**config.mk**
```make
export PLATFORM = sky130hd
export DESIGN_NAME = phy_mgmt_regs
export DESIGN_NICKNAME = d
export VERILOG_FILES = /design/src/core/phy_mgmt_pkg.sv /design/src/core/mgmt_if.sv /design/src/core/mdio_serial.sv /design/src/core/phy_mgmt_regs.sv
export SDC_FILE = /design/constraint.sdc
export NUM_CORES = 1
export LEC_CHECK = 0
export BUFFER_PORTS_ARGS = -buffer_cell sky130_fd_sc_hd__buf_2
export CORE_UTILIZATION = 30
export DETAILED_ROUTE_END_ITERATION = 8
export GPL_ROUTABILITY_DRIVEN = 0
export SETUP_SLACK_MARGIN = 0.15
export SYNTH_ARGS = -nofsm -noshare
export SYNTH_HDL_FRONTEND = slang
export SYNTH_HIERARCHICAL = 1
export SYNTH_SLANG_ARGS = --single-unit
```
**constraint.sdc**
```tcl
create_clock -name clk_in -period 13.5 [get_ports clk_in]
set_input_delay 2.7 -clock clk_in [delete_from_list [all_inputs] [get_ports clk_in]]
set_output_delay 2.7 -clock clk_in [all_outputs]
set_load 0.1 [all_outputs]
```
**src/core/phy_mgmt_pkg.sv**
```systemverilog
package phy_mgmt_pkg;

  // transceiver addressing after reset
  localparam logic [4:0] PORT1_DEFAULT_ADDRESS = 5'h01;
  localparam logic [4:0] PORT2_DEFAULT_ADDRESS = 5'h02;
  localparam logic [4:0] PORT2_ADDRESS_STEP = 5'h01;

  // management register indices
  localparam logic [4:0] IDX_BASIC_CONTROL = 5'h00;
  localparam logic [4:0] IDX_BASIC_STATUS = 5'h01;
  localparam logic [4:0] IDX_IDENTIFIER_HIGH = 5'h02;
  localparam logic [4:0] IDX_IDENTIFIER_LOW = 5'h03;
  localparam logic [4:0] IDX_NEGOTIATION_ADVERTISE = 5'h04;
  localparam logic [4:0] IDX_PARTNER_ABILITY = 5'h05;
  localparam logic [4:0] IDX_CABLE_DIAG = 5'h1d;
  localparam logic [4:0] IDX_SPECIAL = 5'h1f;

  // switch-side register offsets, port 2 sits one stride above port 1
  localparam logic [7:0] SW_GLOBAL_ADDRESS_OFFSET = 8'h0f;
  localparam logic [7:0] SW_PORT_CTRL_A_OFFSET = 8'h1c;
  localparam logic [7:0] SW_PORT_CTRL_B_OFFSET = 8'h1d;
  localparam logic [7:0] SW_PORT_CTRL_C_OFFSET = 8'h1f;
  localparam logic [7:0] SW_PORT_STRIDE = 8'h10;

  // switch register reset values
  localparam logic [7:0] SW_GLOBAL_ADDRESS_RESET = 8'h08;
  localparam logic [7:0] SW_PORT_CTRL_A_RESET = 8'h9f;
  localparam logic [7:0] SW_PORT_CTRL_B_RESET = 8'h00;
  localparam logic [7:0] SW_PORT_CTRL_C_RESET = 8'h80;

  // fields of the switch control bytes
  localparam int ADDR_FIELD_LSB = 3;
  localparam int A_AN_ENABLE = 7;
  localparam int A_FORCE_100 = 6;
  localparam int A_FULL_DUPLEX = 5;
  localparam int B_INDICATOR_DISABLE = 7;
  localparam int B_TRANSMIT_DISABLE = 6;
  localparam int B_RESTART_AN = 5;
  localparam int B_FAULT_DISABLE = 4;
  localparam int B_POWER_DOWN = 3;
  localparam int B_CROSSOVER_DISABLE = 2;
  localparam int B_FORCE_STRAIGHT = 1;
  localparam int B_LOOPBACK = 0;
  localparam int C_CROSSOVER_VARIANT = 7;

  // fields of the basic control word
  localparam int CTL_LOOPBACK = 14;
  localparam int CTL_FORCE_100 = 13;
  localparam int CTL_AN_ENABLE = 12;
  localparam int CTL_POWER_DOWN = 11;
  localparam int CTL_RESTART_AN = 9;
  localparam int CTL_FULL_DUPLEX = 8;
  localparam int CTL_CROSSOVER_VARIANT = 5;
  localparam int CTL_FORCE_STRAIGHT = 4;
  localparam int CTL_CROSSOVER_DISABLE = 3;
  localparam int CTL_FAULT_DISABLE = 2;
  localparam int CTL_TRANSMIT_DISABLE = 1;
  localparam int CTL_INDICATOR_DISABLE = 0;

  // fixed status and advertise content, reset values of the diagnostic words
  localparam logic [3:0] STATUS_ABILITY = 4'hf;
  localparam logic [4:0] ADVERTISE_SELECTOR = 5'h01;
  localparam logic [15:0] CABLE_DIAG_RESET = 16'h0000;
  localparam logic [15:0] SPECIAL_RESET = 16'h0000;

  // management frame layout
  localparam logic [5:0] PREAMBLE_BITS = 6'h20;
  localparam logic [1:0] OP_READ = 2'b10;
  localparam logic [1:0] OP_WRITE = 2'b01;
  localparam logic [4:0] HEADER_LAST = 5'h0c;
  localparam logic [4:0] READ_LAST = 5'h11;
  localparam logic [4:0] WRITE_LAST = 5'h11;

endpackage

```
**src/core/mgmt_if.sv**
```systemverilog
`timescale 1ns/100ps
interface mgmt_if;
  logic req;
  logic wr;
  logic [4:0] phy_addr;
  logic [4:0] reg_index;
  logic [15:0] wdata;
  logic [15:0] rdata;
  logic hit;

  modport frame_side (output req, wr, phy_addr, reg_index, wdata, input rdata, hit);
  modport reg_side (input req, wr, phy_addr, reg_index, wdata, output rdata, hit);
endinterface

```
**src/core/mdio_serial.sv**
```systemverilog
`timescale 1ns/100ps
module mdio_serial
  import phy_mgmt_pkg::*;
(
  // clock and reset
  input wire logic clk_in,
  input wire logic rst_in,
  // management pins
  input wire logic mdc_in,
  input wire logic mdio_in,
  output logic mdio_out,
  output logic mdio_oe_out,
  // decoded transactions
  mgmt_if.frame_side bus
);

  typedef enum logic [1:0] {st_idle, st_header, st_read, st_write} state_type;

  state_type state;
  logic mdc_s1, mdc_s2, mdc_s3, mdio_s1, mdio_s2;
  logic [5:0] ones;
  logic [4:0] count;
  logic [15:0] shift;
  logic [15:0] out_shift;

  // pins cross into the clock domain through two flops
  always_ff @(posedge clk_in or posedge rst_in) begin
    if (rst_in) begin
      mdc_s1 <= 1'b0;
      mdc_s2 <= 1'b0;
      mdc_s3 <= 1'b0;
      mdio_s1 <= 1'b1;
      mdio_s2 <= 1'b1;
    end else begin
      mdc_s1 <= mdc_in;
      mdc_s2 <= mdc_s1;
      mdc_s3 <= mdc_s2;
      mdio_s1 <= mdio_in;
      mdio_s2 <= mdio_s1;
    end
  end

  // edge and header decode
  wire logic rise = mdc_s2 & ~mdc_s3;
  wire logic bit_in = mdio_s2;
  wire logic [12:0] header = {shift[11:0], bit_in};
  wire logic header_ok = header[12] & (header[11:10] == OP_READ || header[11:10] == OP_WRITE);

  // frame sequencer; the pin is updated just after the master's sampling edge
  always_ff @(posedge clk_in or posedge rst_in) begin
    if (rst_in) begin
      state <= st_idle;
      ones <= 6'h00;
      count <= 5'h00;
      shift <= 16'h0000;
      out_shift <= 16'h0000;
      mdio_out <= 1'b1;
      mdio_oe_out <= 1'b0;
      bus.req <= 1'b0;
      bus.wr <= 1'b0;
      bus.phy_addr <= 5'h00;
      bus.reg_index <= 5'h00;
      bus.wdata <= 16'h0000;
    end else begin
      bus.req <= 1'b0;
      if (rise) begin
        case (state)
          st_idle: begin
            count <= 5'h00;
            if (bit_in) begin
              if (ones != PREAMBLE_BITS) ones <= ones + 6'h01;
            end else begin
              ones <= 6'h00;
              if (ones == PREAMBLE_BITS) state <= st_header;
            end
          end
          st_header: begin
            shift <= {shift[14:0], bit_in};
            count <= count + 5'h01;
            if (count == HEADER_LAST) begin
              count <= 5'h00;
              bus.phy_addr <= header[9:5];
              bus.reg_index <= header[4:0];
              if (!header_ok) begin
                state <= st_idle;
              end else if (header[11:10] == OP_READ) begin
                bus.req <= 1'b1;
                bus.wr <= 1'b0;
                state <= st_read;
              end else begin
                state <= st_write;
              end
            end
          end
          st_read: begin
            count <= count + 5'h01;
            if (count == 5'h00) begin
              // only answer for our own addresses, others may share the wire
              mdio_oe_out <= bus.hit;
              mdio_out <= 1'b0;
              out_shift <= bus.rdata;
            end else if (count == READ_LAST) begin
              mdio_oe_out <= 1'b0;
              mdio_out <= 1'b1;
              state <= st_idle;
            end else begin
              mdio_out <= out_shift[15];
              out_shift <= {out_shift[14:0], 1'b0};
            end
          end
          st_write: begin
            shift <= {shift[14:0], bit_in};
            count <= count + 5'h01;
            if (count == WRITE_LAST) begin
              bus.req <= 1'b1;
              bus.wr <= 1'b1;
              bus.wdata <= {shift[14:0], bit_in};
              state <= st_idle;
            end
          end
          default: state <= st_idle;
        endcase
      end
    end
  end

endmodule // mdio_serial

```
**src/core/phy_mgmt_regs.sv**
```systemverilog
`timescale 1ns/100ps
module phy_mgmt_regs
  import phy_mgmt_pkg::*;
#(
  parameter logic [15:0] IDENTIFIER_HIGH = 16'h1234, // arbitrary value
  parameter logic [15:0] IDENTIFIER_LOW = 16'h5678 // arbitrary value
) (
  // clock and reset
  input wire logic clk_in,
  input wire logic rst_in,
  // management pins
  input wire logic mdc_in,
  input wire logic mdio_in,
  output logic mdio_out,
  output logic mdio_oe_out,
  // switch configuration byte port
  input wire logic [7:0] sw_addr_in,
  input wire logic sw_wr_in,
  input wire logic [7:0] sw_wdata_in,
  output logic [7:0] sw_rdata_out,
  // per-port transceiver status
  input wire logic [1:0] link_up_in,
  input wire logic [1:0] an_done_in,
  input wire logic [1:0] far_fault_in,
  input wire logic [1:0][4:0] partner_ability_in,
  // per-port transceiver controls
  output logic [1:0] loopback_out,
  output logic [1:0] force_100_out,
  output logic [1:0] an_enable_out,
  output logic [1:0] power_down_out,
  output logic [1:0] restart_an_out,
  output logic [1:0] full_duplex_out,
  output logic [1:0] crossover_variant_select_out,
  output logic [1:0] force_straight_out,
  output logic [1:0] crossover_disable_out,
  output logic [1:0] fault_detect_disable_out,
  output logic [1:0] transmit_disable_out,
  output logic [1:0] indicator_disable_out,
  output logic [1:0] far_fault_out
);

  mgmt_if mif ();

  logic [7:0] global_addr;
  logic [7:0] ctrl_a [2];
  logic [7:0] ctrl_b [2];
  logic [7:0] ctrl_c [2];
  logic [15:0] cable_diag [2];
  logic [15:0] special [2];
  logic [15:0] read_word [2];
  logic [7:0] sw_word_a [2];
  logic [7:0] sw_word_b [2];
  logic [7:0] sw_word_c [2];
  logic [1:0] sel;

  // frame decoding on the management pins
  mdio_serial frame (
    .clk_in(clk_in),
    .rst_in(rst_in),
    .mdc_in(mdc_in),
    .mdio_in(mdio_in),
    .mdio_out(mdio_out),
    .mdio_oe_out(mdio_oe_out),
    .bus(mif)
  );

  // one field moves both addresses so the pair never collides
  wire logic [4:0] port1_address = global_addr[7:ADDR_FIELD_LSB];
  wire logic [4:0] port2_address = 5'(port1_address + PORT2_ADDRESS_STEP);
  assign sel[0] = (mif.phy_addr == port1_address);
  assign sel[1] = (mif.phy_addr == port2_address);
  wire logic sel_any = |sel;
  wire logic [15:0] mii_read = sel[0] ? read_word[0] : (sel[1] ? read_word[1] : 16'h0000);
  wire logic idx_control = (mif.reg_index == IDX_BASIC_CONTROL);
  wire logic idx_advertise = (mif.reg_index == IDX_NEGOTIATION_ADVERTISE);
  wire logic sw_global_wr = sw_wr_in & (sw_addr_in == SW_GLOBAL_ADDRESS_OFFSET);

  // global address byte, switch side only
  always_ff @(posedge clk_in or posedge rst_in) begin
    if (rst_in) global_addr <= SW_GLOBAL_ADDRESS_RESET;
    else if (sw_global_wr) global_addr <= sw_wdata_in;
  end

  // management read answer is captured one clock after the header
  always_ff @(posedge clk_in or posedge rst_in) begin
    if (rst_in) begin
      mif.rdata <= 16'h0000;
      mif.hit <= 1'b0;
    end else if (mif.req && !mif.wr) begin
      mif.rdata <= mii_read;
      mif.hit <= sel_any;
    end
  end

  genvar p;
  generate
    for (p = 0; p < 2; p++) begin : g_port
      localparam logic [7:0] OFS = 8'(SW_PORT_STRIDE * p);
      wire logic mii_wr = mif.req & mif.wr & sel[p];
      wire logic wr_control = mii_wr & idx_control;
      wire logic wr_advertise = mii_wr & idx_advertise;
      wire logic wr_cable = mii_wr & (mif.reg_index == IDX_CABLE_DIAG);
      wire logic wr_special = mii_wr & (mif.reg_index == IDX_SPECIAL);
      wire logic sw_wr_a = sw_wr_in & (sw_addr_in == 8'(SW_PORT_CTRL_A_OFFSET + OFS));
      wire logic sw_wr_b = sw_wr_in & (sw_addr_in == 8'(SW_PORT_CTRL_B_OFFSET + OFS));
      wire logic sw_wr_c = sw_wr_in & (sw_addr_in == 8'(SW_PORT_CTRL_C_OFFSET + OFS));
      wire logic [15:0] wd = mif.wdata;
      wire logic fault_seen = far_fault_in[p] & ~ctrl_b[p][B_FAULT_DISABLE];

      // unsupported bits are constant zero, never stored
      wire logic [15:0] control_word = {1'b0, ctrl_b[p][B_LOOPBACK],
        ctrl_a[p][A_FORCE_100], ctrl_a[p][A_AN_ENABLE], ctrl_b[p][B_POWER_DOWN], 1'b0,
        ctrl_b[p][B_RESTART_AN], ctrl_a[p][A_FULL_DUPLEX], 2'b00,
        ctrl_c[p][C_CROSSOVER_VARIANT], ctrl_b[p][B_FORCE_STRAIGHT],
        ctrl_b[p][B_CROSSOVER_DISABLE], ctrl_b[p][B_FAULT_DISABLE],
        ctrl_b[p][B_TRANSMIT_DISABLE], ctrl_b[p][B_INDICATOR_DISABLE]};
      wire logic [15:0] status_word = {1'b0, STATUS_ABILITY, 4'h0, 1'b0, an_done_in[p],
        fault_seen, 1'b1, link_up_in[p], 2'b00};
      wire logic [15:0] advertise_word = {5'h00, ctrl_a[p][4], 1'b0, ctrl_a[p][3:0],
        ADVERTISE_SELECTOR};
      wire logic [15:0] partner_word = {5'h00, partner_ability_in[p][4], 1'b0,
        partner_ability_in[p][3:0], 5'h00};

      // index decode; holes fall through to zero
      assign read_word[p] =
        (mif.reg_index == IDX_BASIC_CONTROL) ? control_word :
        (mif.reg_index == IDX_BASIC_STATUS) ? status_word :
        (mif.reg_index == IDX_IDENTIFIER_HIGH) ? IDENTIFIER_HIGH :
        (mif.reg_index == IDX_IDENTIFIER_LOW) ? IDENTIFIER_LOW :
        (mif.reg_index == IDX_NEGOTIATION_ADVERTISE) ? advertise_word :
        (mif.reg_index == IDX_PARTNER_ABILITY) ? partner_word :
        (mif.reg_index == IDX_CABLE_DIAG) ? cable_diag[p] :
        (mif.reg_index == IDX_SPECIAL) ? special[p] : 16'h0000;

      // shared byte a: management path wins a same-cycle collision
      always_ff @(posedge clk_in or posedge rst_in) begin
        if (rst_in) begin
          ctrl_a[p] <= SW_PORT_CTRL_A_RESET;
        end else if (wr_control) begin
          ctrl_a[p][A_AN_ENABLE] <= wd[CTL_AN_ENABLE];
          ctrl_a[p][A_FORCE_100] <= wd[CTL_FORCE_100];
          ctrl_a[p][A_FULL_DUPLEX] <= wd[CTL_FULL_DUPLEX];
        end else if (wr_advertise) begin
          ctrl_a[p][4:0] <= {wd[10], wd[8:5]};
        end else if (sw_wr_a) begin
          ctrl_a[p] <= sw_wdata_in;
        end
      end

      // shared byte b holds loopback and the line options
      always_ff @(posedge clk_in or posedge rst_in) begin
        if (rst_in) begin
          ctrl_b[p] <= SW_PORT_CTRL_B_RESET;
        end else if (wr_control) begin
          ctrl_b[p] <= {wd[CTL_INDICATOR_DISABLE], wd[CTL_TRANSMIT_DISABLE],
            wd[CTL_RESTART_AN], wd[CTL_FAULT_DISABLE], wd[CTL_POWER_DOWN],
            wd[CTL_CROSSOVER_DISABLE], wd[CTL_FORCE_STRAIGHT],
            wd[CTL_LOOPBACK]};
        end else if (sw_wr_b) begin
          ctrl_b[p] <= sw_wdata_in;
        end
      end

      // shared byte c carries the crossover variant choice
      always_ff @(posedge clk_in or posedge rst_in) begin
        if (rst_in) ctrl_c[p] <= SW_PORT_CTRL_C_RESET;
        else if (wr_control) ctrl_c[p][C_CROSSOVER_VARIANT] <= wd[CTL_CROSSOVER_VARIANT];
        else if (sw_wr_c) ctrl_c[p] <= sw_wdata_in;
      end

      // diagnostic words, management path only
      always_ff @(posedge clk_in or posedge rst_in) begin
        if (rst_in) begin
          cable_diag[p] <= CABLE_DIAG_RESET;
          special[p] <= SPECIAL_RESET;
        end else begin
          if (wr_cable) cable_diag[p] <= wd;
          if (wr_special) special[p] <= wd;
        end
      end

      // fault flag registered so the output is a flop
      always_ff @(posedge clk_in or posedge rst_in) begin
        if (rst_in) far_fault_out[p] <= 1'b0;
        else far_fault_out[p] <= fault_seen;
      end

      // controls come straight off the stored bytes
      assign loopback_out[p] = ctrl_b[p][B_LOOPBACK];
      assign force_100_out[p] = ctrl_a[p][A_FORCE_100];
      assign an_enable_out[p] = ctrl_a[p][A_AN_ENABLE];
      assign full_duplex_out[p] = ctrl_a[p][A_FULL_DUPLEX];
      assign power_down_out[p] = ctrl_b[p][B_POWER_DOWN];
      assign restart_an_out[p] = ctrl_b[p][B_RESTART_AN];
      assign crossover_variant_select_out[p] = ctrl_c[p][C_CROSSOVER_VARIANT];
      assign force_straight_out[p] = ctrl_b[p][B_FORCE_STRAIGHT];
      assign crossover_disable_out[p] = ctrl_b[p][B_CROSSOVER_DISABLE];
      assign fault_detect_disable_out[p] = ctrl_b[p][B_FAULT_DISABLE];
      assign transmit_disable_out[p] = ctrl_b[p][B_TRANSMIT_DISABLE];
      assign indicator_disable_out[p] = ctrl_b[p][B_INDICATOR_DISABLE];
      assign sw_word_a[p] = ctrl_a[p];
      assign sw_word_b[p] = ctrl_b[p];
      assign sw_word_c[p] = ctrl_c[p];
    end
  endgenerate

  // switch-side read mux, unmapped bytes read zero
  wire logic [7:0] sw_read =
    (sw_addr_in == SW_GLOBAL_ADDRESS_OFFSET) ? global_addr :
    (sw_addr_in == SW_PORT_CTRL_A_OFFSET) ? sw_word_a[0] :
    (sw_addr_in == SW_PORT_CTRL_B_OFFSET) ? sw_word_b[0] :
    (sw_addr_in == SW_PORT_CTRL_C_OFFSET) ? sw_word_c[0] :
    (sw_addr_in == 8'(SW_PORT_CTRL_A_OFFSET + SW_PORT_STRIDE)) ? sw_word_a[1] :
    (sw_addr_in == 8'(SW_PORT_CTRL_B_OFFSET + SW_PORT_STRIDE)) ? sw_word_b[1] :
    (sw_addr_in == 8'(SW_PORT_CTRL_C_OFFSET + SW_PORT_STRIDE)) ? sw_word_c[1] : 8'h00;

  // registered so the byte port answer is one clock behind the address
  always_ff @(posedge clk_in or posedge rst_in) begin
    if (rst_in) sw_rdata_out <= 8'h00;
    else sw_rdata_out <= sw_read;
  end

endmodule // phy_mgmt_regs

```
### Word-level counts from Yosys, hierarchy flattened

Cells that the tools add are included.
Widths: inputs -> output; s select.

* flip-flop bits (word level): 226
* bits of input ports: 37
* output and inout port bits: 36
* logic and storage cells: 207

* add/sub/neg operators: 3
* equal/unequal tests: 36
* mux-type cells: 70
* bitwise gates (word level): 27
* reductions and logical operators: 34

Operators with widths (count)
* $mux 16: 20
* $mux 8: 15
* $eq 8x5->1 const B: 3
* $eq 8x6->1 const B: 3
* $and 1x1->1: 22
* $reduce_bool 2->1: 10
* $mux 1: 16
* $reduce_and 2->1: 8
* $eq 5x5->1 const B: 3
* $mux 5: 3
* $pmux 5 s3: 1
* $reduce_and 3->1: 5
* $mux 2: 6
* $mux 3: 4
* $mux 6: 2
* $ne 2x1->1 const B: 6
* $add 5x1->5 const B: 2
* $eq 5x2->1 const B: 2
* $eq 5x3->1 const B: 2
* $eq 5x5->1: 2
* $logic_not 5->1: 2
* $ne 2x2->1 const B: 5
* $eq 8x4->1 const B: 1
* $pmux 2 s4: 1
* other kinds (16): 26

### Longest topological paths before layout

* depth after elaboration: 11
* mapped depth: 9

### By module

The synthesis kept the hierarchy.

Modules (own cells, without submodules)
* phy_mgmt_regs: times used 1, cells each 739, area an instance 7723.7 um2, sequential area each 3697.3 um2
* mdio_serial: times used 1, cells each 273, area an instance 3418.3 um2, sequential area each 1980.6 um2

### Least setup slack after synthesis

No wires, ideal clock.

* path kind: input-to-reg
* start point: input sw_addr_in[1]
* end point: register global_addr[0]
* library setup time: 125 ps
* data arrival time: 4162 ps
* data required time: 13375 ps
* setup slack: 9213 ps
* stages on the path: 5
* path buffers: 1
* cells stage by stage: and2_1 clkbuf_1 nor4b_2 nand2_1 mux2_2

* cells in the longest elaborated chain, start to end: 2

Ends and longest elaborated chain
* start, declared: RTL line phy_mgmt_regs.sv:17 `input wire logic [7:0] sw_addr_in,`
* $eq 8x4->1: RTL line phy_mgmt_regs.sv:76 `wire logic sw_global_wr = sw_wr_in & (sw_addr_in == SW_GLOBAL_ADDRESS_OFFSET);`
* $and 1x1->1: RTL line phy_mgmt_regs.sv:76
* end signal, assigned: RTL line phy_mgmt_regs.sv:81 `else if (sw_global_wr) global_addr <= sw_wdata_in;`
* end, declared: RTL line phy_mgmt_regs.sv:44 `logic [7:0] global_addr;`

Every way passes these cells.
A chain may end at the register's enable or synchronous reset.

### Worst setup path in the final report

* start point: input sw_addr_in[0]
* end point: register global_addr[4]

Same word-level chain as after synthesis.

==> flow_summary.toml <==
[status]
status = "finished clean"

[drt]
drc = 0
wl_um = 31280
routedWlPerCell_um = 20.26
ant_nets = 0
drt_iter0_drc = 601
drtPass1Iterations = 5
vias_per_cell = 5.299
vias = 8182

[layout]
fin_nets = 1103
areaGrowthSynthToFinish_pct = 13.23
nFillCells = 3704
final_cell_mix = "207 x dfrtp_1, 129 x mux2_2, 91 x a21oi_1"
final_common_cell = "dfrtp_1"
fin_util = 0.3446
finish.instance_area_mm2 = 0.01262
layout-drive-gt1-share = 0.2772
stdcell_count = 1544

[worst_setup_path]
path_cells = "buf_2 -> and2_1 -> nor4b_2 -> nand2_1 -> mux2_2"
slowest_stage = "nor4b_2"
crit_family = "simple AND/OR/NAND/NOR gates"
start_kind = "input pin"
crit_buf_inv = 1
ff2ff_setup_slack_ns = 9.93
r2r-end = "special[0]"
worstRegToRegCells = 7
critPathMaxStageDelay_ns = 0.77
path_class = "input pin to flop"
critPathMaxFanout = 21
worstReg2RegStart = "global_addr[3]"
cp_num_cells = 5
end_kind = "flop"
crit_arrival_ns = 5.06
cp.required_ns = 13.90

[sta]
setup_viol = 0
slew_headroom = 0.1149
max_freq_ghz = 0.2146
fin_crit_sh = 0.3452
finalClockSkew_ns = 0.01538
hold_viol = 0
grt_setup_unrepaired = "false"
tns_ns = 0
finalWorstSetupSlack_ns = 8.839
maxSlewViolCount = 0
period_minus_slack_ns = 4.661
hold_slack_ns = 0.3516
worst_slew_pin_slew_ns = 1.317

[yosys]
synthesis.nets = 1056
synth_top_area_cell = "dfrtp_1"
synth.top_cells.by_area = "dfrtp_1 47%, mux2_2 13%, mux2i_1 6.0%"
synth_edf_count = 0
synth_cells = 1012
yosys_warnings = 6
netlist_area_mm2 = 0.01114
synth-seq-cells = 226
yosysTopAreaCellShare = 0.4672
yosys.cell_types.count = 73
ys.flop_type = "dfrtp_1"
syn_avg_cell_area_um2 = 11.01
async_flop_share = 1.000
ys_seq_area_frac = 0.5096

[grt]
antenna_found_initial = 3
grt_pass1_wl_um = 48550
grt_usage = 0.1649
grt_pass1_vias = 7938
grt.overflow.total = 0
grt_max_degree = 84

[hold_path]
hp-start = "frame/mdc_s1"
hp-class = "flop to flop"
whs_endpoint = "frame/mdc_s2"
whs_path_depth = 0

[floorplan]
die_x_um = 194.7
die_h_um = 194.7
dieArea_mm2 = 0.03791
io-pin-count = 73
core_mm2 = 0.03661
initial_core_util = 0.3043
std_cell_rows = 70

[power_and_ir_drop]
power_density_mw_per_mm2 = 116.4
p_total_mw = 1.469
irDropWorstVdd_mv = 0.08739
power_leakage_nw = 5.878

[flow_run]
maxCapViolCount = 0

[placed_design]
dp_hpwl_um = 22420
placed_area_mm2 = 0.01184
dp_slack_ns = 8.384
dp_cells = 1500
port_buffers = 72

[clock_network]
clk_latency_ns = 0.52
cts_post_setup_buffers_inserted = 0
cts-hold-fix-buffers = 0
cts-root-buf = "clkbuf_16"
clk_path_buf_depth = 3
path_clk_slew_ns = 0.06
cts.sinks = 226
cts_resized = 0
tritoncts = "done"
htree_levels = 1
numCtsBuffers = 25
==> worst max path at each step <==
| stage | startpoint | endpoint | slack [ns] |
|---|---|---|---|
| after floorplan | rst_in | cable_diag[0] | 6.87 |
| final | sw_addr_in[0] | global_addr[4] | 8.84 |
| after global placement | sw_addr_in[0] | global_addr[1] | 8.51 |
| after global routing | sw_addr_in[1] | global_addr[4] | 8.66 |
| after detailed placement | sw_addr_in[1] | global_addr[2] | 8.38 |
| after CTS | sw_addr_in[0] | global_addr[4] | 8.92 |
==> cell families after synthesis <==
logic type,Yosys count,share of synthesized area
simple gates,243,0.1125
compound gates,233,0.1234
flops,226,0.5096
mux,203,0.2003
buf+inv,93,0.04076
xor+xnor,7,0.005503
fa+ha+maj,7,0.007860
==> synthesized netlist by cell type, types with 5 or more instances <==
| master | number |
|---|---|
| mux2i_1 | 67 |
| buf_4 | 13 |
| a21oi_1 | 91 |
| or3_1 | 7 |
| nand3_1 | 19 |
| dfstp_2 | 18 |
| a21o_1 | 5 |
| nand2b_1 | 7 |
| xor2_1 | 6 |
| buf_2 | 11 |
| nand4_1 | 5 |
| o211ai_1 | 6 |
| mux2_2 | 129 |
| nor2_1 | 82 |
| o221ai_1 | 5 |
| a32o_1 | 6 |
| o21a_1 | 5 |
| ha_1 | 7 |
| clkbuf_1 | 29 |
| dfrtp_1 | 208 |
| nor3_1 | 15 |
| o22ai_1 | 24 |
| inv_1 | 30 |
| o21ai_0 | 57 |
| mux2_4 | 5 |
| nor2b_1 | 5 |
| nand2_1 | 65 |
| a31oi_1 | 13 |
==> final cells by class <==
cell class | count | area, um^2 | share of cell area
Antenna cell | 1 | 2.502 | 0.0001984
Timing Repair Buffer | 83 | 442.9 | 0.03511
Tap cell | 468 | 585.6 | 0.04641
Inverter | 30 | 118.9 | 0.009422
Clock inverter | 9 | 81.33 | 0.006447
Sequential cell | 226 | 5679 | 0.4502
Clock buffer | 34 | 689.4 | 0.05465
Multi-Input combinational cell | 693 | 5016 | 0.3976
==> metal layers <==
layer / wire [um] / share of wire / global-route usage
met5: 23 / 0.00074 / 0
met2: 14280 / 0.46 / 0.2618
met3: 1924 / 0.062 / 0.02499
met4: 1001 / 0.032 / 0.05703
met1: 14060 / 0.45 / 0.2285
==> where the power goes <==
group	internal [mW]	switching (mW)
combinational	0.0263	0.0837
clock	0.376	0.276
sequential	0.691	0.0156
total	1.09	0.375
==> flip-flops by register name, indices dropped and copies added, names as in the netlist, 10 cells and up <==
register and flops:
ctrl_a 10, frame/shift 15, special 32, frame/out_shift 16, mif.rdata 16, frame/bus.wdata 16
ctrl_c 14, cable_diag 32
Note: power is estimated with default switching activity, not from simulation.
